<file path="src/verilog/srs_pkg.sv">
// Package: constants and types of the service request init sequencer
`default_nettype none
package srs_pkg;

localparam int DEV_AW = 20;
localparam int DW     = 32;
localparam int SW_AW  = 8;
localparam int PEND_W = 16;
localparam int PORTS  = 32;

// Device register offsets
localparam logic [DEV_AW-1:0] DEV_SOFT_RST = 20'h00000;
localparam logic [DEV_AW-1:0] DEV_IQ_BASE  = 20'h00004;
localparam logic [DEV_AW-1:0] DEV_IQ_LEN   = 20'h00008;
localparam logic [DEV_AW-1:0] DEV_TX_ALIVE = 20'h0000C;
localparam logic [DEV_AW-1:0] DEV_RX_ALIVE = 20'h00010;
localparam logic [DEV_AW-1:0] DEV_REQ_PTR  = 20'h00014;
localparam logic [DEV_AW-1:0] DEV_REQ_LEN  = 20'h00018;
localparam logic [DW-1:0]     SOFT_RST_VAL = 32'h00000001;

// Controller register offsets
localparam logic [SW_AW-1:0] R_CTRL    = 8'h00;
localparam logic [SW_AW-1:0] R_IQ_BASE = 8'h04;
localparam logic [SW_AW-1:0] R_IQ_LEN  = 8'h08;
localparam logic [SW_AW-1:0] R_TBL_PTR = 8'h0C;
localparam logic [SW_AW-1:0] R_TBL_LEN = 8'h10;
localparam logic [SW_AW-1:0] R_TX_MASK = 8'h14;
localparam logic [SW_AW-1:0] R_RX_MASK = 8'h18;
localparam logic [SW_AW-1:0] R_STATUS  = 8'h1C;
localparam logic [SW_AW-1:0] R_PENDING = 8'h20;
localparam logic [SW_AW-1:0] R_TX_SEEN = 8'h24;
localparam logic [SW_AW-1:0] R_RX_SEEN = 8'h28;

// Control and status bit positions
localparam int CTRL_INIT   = 0;
localparam int CTRL_SOFT   = 1;
localparam int CTRL_SUBMIT = 2;
localparam int ST_NOCLK    = 3;
localparam int ST_ERR      = 4;

// Serial wait between alive polls
localparam int CLK_NS         = 20;
localparam int SER_CLK_NS     = 1000;
localparam int SER_WAIT_CLKS  = 16;
localparam int ALIVE_WAIT_CYC = (SER_WAIT_CLKS * SER_CLK_NS + CLK_NS - 1) / CLK_NS;
localparam int NOCLK_SYS_CLKS = 16;

typedef enum logic [3:0] {
    S_IDLE       = 4'h0,
    S_RST_WR     = 4'h1,
    S_INIT_POLL  = 4'h2,
    S_IQB_WR     = 4'h3,
    S_IQL_WR     = 4'h4,
    S_TXA_RD     = 4'h5,
    S_RXA_RD     = 4'h6,
    S_ALIVE_WAIT = 4'h7,
    S_PTR_WR     = 4'h8,
    S_LEN_WR     = 4'h9,
    S_DONE_POLL  = 4'hA
} srs_state_e;

typedef struct packed {
    logic              rd;
    logic              wr;
    logic [DEV_AW-1:0] addr;
    logic [DW-1:0]     wdata;
} srs_dev_req_s;

typedef struct packed {
    logic             rd;
    logic             wr;
    logic [SW_AW-1:0] addr;
    logic [DW-1:0]    wdata;
} srs_sw_req_s;
endpackage
`default_nettype wire

</file>
<file path="src/verilog/srs_host_seq.sv">
// Host-side start-up and request table sequencer for the serial-link device
//
// The plain strobed port and the placing of the registers were decided locally.
`timescale 1ns/1ps
`default_nettype none
module srs_host_seq
    import srs_pkg::*;
#(
    parameter int WAIT_CYC = ALIVE_WAIT_CYC
) (
    // Clock and reset
    input  wire logic         core_clk,
    input  wire logic         rst_b,
    // Software register port
    input  wire srs_sw_req_s  sw_req,
    output var  logic [DW-1:0] sw_rdata,
    // Device register access
    output var  srs_dev_req_s dev_req,
    input  wire logic [DW-1:0] dev_rdata
);

    srs_state_e        state_q, state_d;
    srs_dev_req_s      dev_req_q, dev_req_d;
    logic [1:0]        step_q;
    logic [15:0]       wait_q;
    logic              submit_q;
    logic              soft_en_q;
    logic              miss_q;
    logic [7:0]        miss_age_q;
    logic              init_done_q;
    logic              tbl_done_q;
    logic              noclk_q;
    logic              err_q;
    logic [DW-1:0]     iq_base_q;
    logic [DW-1:0]     iq_len_q;
    logic [DW-1:0]     tbl_ptr_q;
    logic [PEND_W-1:0] tbl_len_q;
    logic [PORTS-1:0]  tx_mask_q;
    logic [PORTS-1:0]  rx_mask_q;
    logic [PORTS-1:0]  tx_seen_q;
    logic [PORTS-1:0]  rx_seen_q;
    logic [PEND_W-1:0] pend_q;
    logic [DW-1:0]     sw_rdata_q, sw_rdata_d;

    // Register decode
    wire busy     = (state_q != S_IDLE);
    wire wr_ctrl  = sw_req.wr && (sw_req.addr == R_CTRL);
    wire wr_stat  = sw_req.wr && (sw_req.addr == R_STATUS);
    wire go_init  = wr_ctrl && sw_req.wdata[CTRL_INIT] && !busy;
    wire go_sub   = wr_ctrl && sw_req.wdata[CTRL_SUBMIT] && !busy;
    wire go_late  = wr_ctrl && (sw_req.wdata[CTRL_INIT] || sw_req.wdata[CTRL_SUBMIT]) && busy;
    wire rd_data  = (step_q == 2'd2);
    wire rd_issue = (step_q == 2'd0);
    wire is_read  = (state_q == S_INIT_POLL) || (state_q == S_TXA_RD) ||
                    (state_q == S_RXA_RD) || (state_q == S_DONE_POLL);
    wire pend_zero = (dev_rdata[PEND_W-1:0] == '0);
    wire tx_ok    = ((dev_rdata[PORTS-1:0] & tx_mask_q) == tx_mask_q);
    wire rx_ok    = ((dev_rdata[PORTS-1:0] & rx_mask_q) == rx_mask_q);
    wire alive_miss = rd_data && (((state_q == S_TXA_RD) && !tx_ok) ||
                                  ((state_q == S_RXA_RD) && !rx_ok));
    wire noclk_hit = alive_miss && miss_q && (miss_age_q == 8'(NOCLK_SYS_CLKS));

    // Sequencer: every device access is one strobe from a flop
    always_comb begin
        state_d   = state_q;
        dev_req_d = '0;
        case (state_q)
            S_IDLE: begin
                if (go_init) begin
                    state_d = sw_req.wdata[CTRL_SOFT] ? S_RST_WR : S_INIT_POLL;
                end else if (go_sub) begin
                    state_d = S_INIT_POLL;
                end
            end
            S_RST_WR: begin
                dev_req_d.wr    = 1'b1;
                dev_req_d.addr  = DEV_SOFT_RST;
                dev_req_d.wdata = SOFT_RST_VAL;
                state_d         = S_INIT_POLL;
            end
            S_INIT_POLL: begin
                dev_req_d.rd   = rd_issue;
                dev_req_d.addr = DEV_REQ_LEN;
                if (rd_data && pend_zero) begin
                    state_d = submit_q ? S_PTR_WR : S_IQB_WR;
                end
            end
            S_IQB_WR: begin
                dev_req_d.wr    = 1'b1;
                dev_req_d.addr  = DEV_IQ_BASE;
                dev_req_d.wdata = iq_base_q;
                state_d         = S_IQL_WR;
            end
            S_IQL_WR: begin
                dev_req_d.wr    = 1'b1;
                dev_req_d.addr  = DEV_IQ_LEN;
                dev_req_d.wdata = iq_len_q;
                state_d         = S_TXA_RD;
            end
            S_TXA_RD: begin
                dev_req_d.rd   = rd_issue;
                dev_req_d.addr = DEV_TX_ALIVE;
                if (rd_data) begin
                    state_d = tx_ok ? S_RXA_RD : S_ALIVE_WAIT;
                end
            end
            S_RXA_RD: begin
                dev_req_d.rd   = rd_issue;
                dev_req_d.addr = DEV_RX_ALIVE;
                if (rd_data) begin
                    state_d = rx_ok ? S_IDLE : S_ALIVE_WAIT;
                end
            end
            S_ALIVE_WAIT: begin
                if (wait_q == '0) begin
                    state_d = S_TXA_RD;
                end
            end
            S_PTR_WR: begin
                dev_req_d.wr    = 1'b1;
                dev_req_d.addr  = DEV_REQ_PTR;
                dev_req_d.wdata = tbl_ptr_q;
                state_d         = S_LEN_WR;
            end
            S_LEN_WR: begin
                dev_req_d.wr    = 1'b1;
                dev_req_d.addr  = DEV_REQ_LEN;
                dev_req_d.wdata = {{(DW-PEND_W){1'b0}}, tbl_len_q};
                state_d         = S_DONE_POLL;
            end
            S_DONE_POLL: begin
                dev_req_d.rd   = rd_issue;
                dev_req_d.addr = DEV_REQ_LEN;
                if (rd_data && pend_zero) begin
                    state_d = S_IDLE;
                end
            end
            default: state_d = S_IDLE;
        endcase
    end

    // State, strobes and read phase
    always_ff @(posedge core_clk or negedge rst_b) begin
        if (!rst_b) begin
            state_q   <= S_IDLE;
            dev_req_q <= '0;
            step_q    <= 2'd0;
        end else begin
            state_q   <= state_d;
            dev_req_q <= dev_req_d;
            step_q    <= (is_read && !rd_data) ? step_q + 2'd1 : 2'd0;
        end
    end

    // Serial wait timer, loaded on every failed alive check
    always_ff @(posedge core_clk or negedge rst_b) begin
        if (!rst_b) begin
            wait_q <= '0;
        end else if (alive_miss) begin
            wait_q <= 16'(WAIT_CYC - 1);
        end else if (wait_q != '0) begin
            wait_q <= wait_q - 16'd1;
        end
    end

    // Age since the first failed alive check; a short wait alone must not flag
    always_ff @(posedge core_clk or negedge rst_b) begin
        if (!rst_b) begin
            miss_age_q <= '0;
        end else if (!miss_q) begin
            miss_age_q <= '0;
        end else if (miss_age_q != 8'(NOCLK_SYS_CLKS)) begin
            miss_age_q <= miss_age_q + 8'd1;
        end
    end

    // Mode and sticky flags; hardware set beats software clear
    always_ff @(posedge core_clk or negedge rst_b) begin
        if (!rst_b) begin
            submit_q    <= 1'b0;
            soft_en_q   <= 1'b0;
            miss_q      <= 1'b0;
            noclk_q     <= 1'b0;
            err_q       <= 1'b0;
            init_done_q <= 1'b0;
            tbl_done_q  <= 1'b0;
        end else begin
            if (go_init || go_sub) begin
                submit_q <= go_sub;
            end
            if (go_init) begin
                soft_en_q   <= sw_req.wdata[CTRL_SOFT];
                init_done_q <= 1'b0;
            end else if ((state_q == S_RXA_RD) && rd_data && rx_ok) begin
                init_done_q <= 1'b1;
            end
            if (go_sub) begin
                tbl_done_q <= 1'b0;
            end else if ((state_q == S_DONE_POLL) && rd_data && pend_zero) begin
                tbl_done_q <= 1'b1;
            end
            // A miss once the age limit is reached means no serial clock
            if (state_q == S_IQL_WR) begin
                miss_q <= 1'b0;
            end else if (alive_miss) begin
                miss_q <= 1'b1;
            end
            if (noclk_hit) begin
                noclk_q <= 1'b1;
            end else if (wr_stat && sw_req.wdata[ST_NOCLK]) begin
                noclk_q <= 1'b0;
            end
            // Starting a new table while busy is dropped, as the device may do
            if (go_late) begin
                err_q <= 1'b1;
            end else if (wr_stat && sw_req.wdata[ST_ERR]) begin
                err_q <= 1'b0;
            end
        end
    end

    // Captured device status
    always_ff @(posedge core_clk or negedge rst_b) begin
        if (!rst_b) begin
            pend_q    <= '0;
            tx_seen_q <= '0;
            rx_seen_q <= '0;
        end else if (rd_data) begin
            if ((state_q == S_INIT_POLL) || (state_q == S_DONE_POLL)) begin
                pend_q <= dev_rdata[PEND_W-1:0];
            end
            if (state_q == S_TXA_RD) begin
                tx_seen_q <= dev_rdata[PORTS-1:0];
            end
            if (state_q == S_RXA_RD) begin
                rx_seen_q <= dev_rdata[PORTS-1:0];
            end
        end
    end

    // Software settings, held while a sequence runs
    always_ff @(posedge core_clk or negedge rst_b) begin
        if (!rst_b) begin
            iq_base_q <= '0;
            iq_len_q  <= '0;
            tbl_ptr_q <= '0;
            tbl_len_q <= '0;
            tx_mask_q <= '0;
            rx_mask_q <= '0;
        end else if (sw_req.wr && !busy) begin
            case (sw_req.addr)
                R_IQ_BASE: iq_base_q <= sw_req.wdata;
                R_IQ_LEN:  iq_len_q  <= sw_req.wdata;
                R_TBL_PTR: tbl_ptr_q <= sw_req.wdata;
                R_TBL_LEN: tbl_len_q <= sw_req.wdata[PEND_W-1:0];
                R_TX_MASK: tx_mask_q <= sw_req.wdata[PORTS-1:0];
                R_RX_MASK: rx_mask_q <= sw_req.wdata[PORTS-1:0];
                default:   ;
            endcase
        end
    end

    // Read mux; unmapped offsets read zero
    always_comb begin
        sw_rdata_d = '0;
        case (sw_req.addr)
            R_CTRL:    sw_rdata_d = {30'h0, soft_en_q, 1'b0};
            R_IQ_BASE: sw_rdata_d = iq_base_q;
            R_IQ_LEN:  sw_rdata_d = iq_len_q;
            R_TBL_PTR: sw_rdata_d = tbl_ptr_q;
            R_TBL_LEN: sw_rdata_d = {{(DW-PEND_W){1'b0}}, tbl_len_q};
            R_TX_MASK: sw_rdata_d = tx_mask_q;
            R_RX_MASK: sw_rdata_d = rx_mask_q;
            R_STATUS:  sw_rdata_d = {20'h0, state_q, 3'h0, err_q, noclk_q,
                                     tbl_done_q, init_done_q, busy};
            R_PENDING: sw_rdata_d = {{(DW-PEND_W){1'b0}}, pend_q};
            R_TX_SEEN: sw_rdata_d = tx_seen_q;
            R_RX_SEEN: sw_rdata_d = rx_seen_q;
            default:   sw_rdata_d = '0;
        endcase
    end

    always_ff @(posedge core_clk or negedge rst_b) begin
        if (!rst_b) begin
            sw_rdata_q <= '0;
        end else begin
            sw_rdata_q <= sw_req.rd ? sw_rdata_d : '0;
        end
    end

    assign sw_rdata = sw_rdata_q;
    assign dev_req  = dev_req_q;
endmodule // srs_host_seq
`default_nettype wire

</file>
<file path="config.mk">
export PLATFORM = sky130hd
export DESIGN_NAME = srs_host_seq
export DESIGN_NICKNAME = d
export VERILOG_FILES = /design/src/verilog/srs_pkg.sv /design/src/verilog/srs_host_seq.sv
export SDC_FILE = /design/constraint.sdc
export NUM_CORES = 1
export LEC_CHECK = 0
export CORE_AREA = 2 2 236 238
export CTS_BUF_LIST = sky130_fd_sc_hd__clkbuf_16
export DETAILED_ROUTE_END_ITERATION = 12
export DIE_AREA = 0 0 238 240
export DONT_BUFFER_PORTS = 1
export GPL_TIMING_DRIVEN = 0
export PLACE_DENSITY = 0.46
export SLEW_MARGIN = 5
export SYNTH_ARGS = -nofsm -noshare
export SYNTH_HDL_FRONTEND = slang
export SYNTH_SLANG_ARGS = --single-unit
</file>
<file path="constraint.sdc">
create_clock -name core_clk -period 2.45 [get_ports core_clk]
set_clock_uncertainty 0.1 [all_clocks]
set_input_delay 0 -clock core_clk [delete_from_list [all_inputs] [get_ports core_clk]]
set_output_delay 0 -clock core_clk [all_outputs]
set_load 0.1 [all_outputs]
</file>
==> metrics.cfg <==
[timing]
fin_crit_ps=2502
slew_violations=0
max_slew_margin_pct=3.355
final.setup.tns_ps=-52.01
fmax_mhz=399.7
setup_viol=1
hold_violations=362
fin_ws_ps=-52.01
rsz0062_at_grt=true
fin_crit_sh_pct=102.1
tightest_slew_ps=1444
whs_ps=-945.7

[logic_synthesis]
synthDistinctLibCells=67
syn_area_per_cell_sq_um=12.43
netlist_area_sq_mm=0.01616
async_reset_ff_share_pct=100.0
postSynthCellCount=1300
dominantRegCellSynth=dfrtp_1
synth_seq_cells=362
synth_edf_count=0
seq_area_frac_synth_pct=56.07
synth_warnings=0

[cells_and_area]
layout_commonest_cell=dfrtp_1
fill_cells=5364
final_cell_mix=362 x dfrtp_1, 233 x mux2_2, 81 x dlygate4sd3_1
final_util_pct=36.01
drive_above_1_share_pct=28.46
nets=1528
syn2layout_area_growth_pct=21.84

[floorplanning]
start_util_pct=29.56
die-area_sq_mm=0.05712
die_x_microns=238
io_pins=162
std_cell_rows=86
die_height_microns=240
core_sq_mm=0.05466

[route]
via_count=12090
first_pass_iters=6
avgViaCountPerCell=5.555
drc_errors=0
routed_wl_mm=62.66
drt_iter0_drc=1383
drtAntennaViolNets=0
avgRoutedWirePerCell_microns=28.78

[placement]
gp_congestion=0.8498
dpl.hpwl_mm=41.47
port_buffers=0

[clocking]
root_buffer=clkbuf_16
clock_latency_ps=580
clk_path_buf_depth=3
clkTransAtPathRegs_ps=60
h-tree-depth=2
holdBufCountCts=81
cts_tree=done
cts_sinks=362
cts_buffers=43

[power_and_ir_drop]
peakVddDrop_v=0.0003991
intPower_mw=10.93
pwr-share-seq_pct=45.9
power_switching_mw=4.232
power_density_mw_per_mm2=770.2
finalPower_mw=15.16
clkPwrFrac_pct=42.6
sw_frac_of_total_pct=27.91
pwr-share-comb_pct=11.5
p_leak_nw=8.780

[run]
drv_cap=0

[setup_path]
r2r_cells=7
criticalPathCategory=in2reg
crit_arrival_ps=2820
start_kind=input port
endpoint_kind=flop
required_ps=2760
path_max_fanout=10

[outcome]
violations=negative hold slack, negative setup slack
outcome=finished, violations left

[global_route]
grt_use_total_pct=21.95
antenna_found_initial=1
gr-total-overflow=0
grt_max_degree=363
grt_first_pass_wirelength_mm=90.31
grt_pass1_vias=12390

[min_path]
hp-class=in2async

==> flip-flops by register name, summed over array words and instances (netlist names), 2 cells and up <==
register / flops
sw_rdata: 32
iq_len_q: 32
wait_q: 16
dev_req: 37
tx_seen_q: 32
miss_age_q: 8
pend_q: 16
tbl_ptr_q: 32
tbl_len_q: 16
state_q: 4
step_q: 2
rx_mask_q: 32
tx_mask_q: 32
iq_base_q: 32
rx_seen_q: 32
==> cells in the mapped netlist, types with 3 or more instances <==
cell,n,area (sq um)
buf_4,20,150.1
dfrtp_1,362,9059
a2111oi_0,13,113.9
o21ai_0,34,170.2
nor2_1,47,176.4
xor2_1,10,87.58
nor3_1,16,80.08
xnor2_1,8,70.07
a41oi_1,6,52.55
nand2_1,64,240.2
buf_1,14,52.55
nor4_1,5,31.28
inv_1,44,165.2
nand2b_1,4,25.02
or3_1,3,18.77
nor2_2,3,18.77
a22o_1,18,157.7
nor3b_1,4,30.03
or4_1,3,22.52
nor2b_1,45,281.5
a21oi_1,22,110.1
a22oi_1,66,495.5
mux2_2,233,2624
a221o_1,16,160.2
and3_1,7,43.79
o22a_1,4,35.03
a31oi_1,24,150.1
a211oi_1,3,22.52
buf_2,30,150.1
a32oi_1,3,26.28
and2_1,5,31.28
nand3_1,18,90.09
mux2i_1,3,30.03
a222oi_1,55,550.5
mux2_1,5,56.30
ha_1,6,75.07
o211ai_1,3,22.52
clkbuf_1,32,120.1
nand4_1,4,25.02
==> metrics by stage <==
| stage | std cells | setup slack [ps] | cell area, sq um | hold WS (ps) |
|---|---|---|---|---|
| 5_1_grt | 2176 | -14.31 | 19680 | -975.5 |
| 4_1_cts | 2173 | 2.938 | 19520 | -996.8 |
| 2_1_floorplan | 1316 | 279.6 | 16220 | -395.6 |
| 6_report | 2177 | -52.01 | 19680 | -945.7 |
| 3_3_place_gp | 2020 | -1242 | 17100 | -363.3 |
| 3_5_place_dp | 2020 | -840.4 | 17100 | -365.2 |
==> final timing paths <==
| path | from | to | slack (ps) |
|---|---|---|---|
| worst max-delay path | sw_req[37] | sw_rdata[31] | -50 |
| worst min-delay path | rst_b | sw_rdata[2] | -950 |
| worst max register to register | rx_mask_q[12] | wait_q[2] | 30 |
| worst min register to register | step_q[0] | step_q[0] | 330 |
| max in group asynchronous | rst_b | rx_seen_q[24] | 2310 |
| min in group core_clk | sw_req[37] | sw_rdata[12] | 30 |
==> critical path, stage by stage <==
cell,delay (ps)
dlygate4sd3_1,590
nor3_1,600
o211ai_1,560
clkbuf_1,530
a31oi_1,540
==> per-layer routing <==
layer / track usage [%] / share of wire (%) / vias to the layer above
li1: - / - / 5121
met1: 29.47 / 43 / 6319
met2: 34.54 / 45 / 513
met3: 4.259 / 7.6 / 139
met4: 9.545 / 4.2 / 2
met5: 0 / 0.013 / -
==> layout make-up <==
type / instances / area (sq um) / area share, %
clock buffer: 45 / 1126 / 5.721
antenna: 1 / 2.502 / 0.01271
multi-input combinational: 811 / 6723 / 34.15
buffer: 97 / 614.3 / 3.121
inverter: 45 / 168.9 / 0.8581
clock inverter: 26 / 249.0 / 1.265
timing repair buffer: 86 / 860.8 / 4.373
sequential: 362 / 9059 / 46.02
tap: 704 / 880.8 / 4.475
==> power by group through the flow <==
stage | sequential, mW | combinational [mW] | clock [mW]
CTS | 6.95 | 1.69 | 6.61
global route | 7.00 | 1.88 | 6.84
floorplan | 6.96 | 1.05 | 0
global placement | 7.04 | 1.39 | 0
finish | 6.96 | 1.75 | 6.46
detailed placement | 7.05 | 1.42 | 0
==> repair_timing <==
item | in CTS | in global routing
hold endpoints to repair | 634 | 362
buffers inserted | 2 | 3
setup endpoints to repair | 282 | 148
gates resized for setup | 82 | 55
pin swaps | 9 | 7
==> cell families (layout without fill, tap and decap cells) <==
group / after synthesis / after routing / synth area share [%]
adders and majority gates: 6 / 6 / 0.4647
buffers and inverters: 143 / 299 / 4.112
AOI/OAI and AO/OA: 285 / 285 / 13.72
other: 1 / 18 / 0.02321
and+or+nand+nor: 244 / 244 / 7.853
DFF: 362 / 362 / 56.07
muxes: 241 / 241 / 16.78
xor gates and xnor gates: 18 / 18 / 0.9758
No activity file was read; power rests on OpenSTA's default activity.
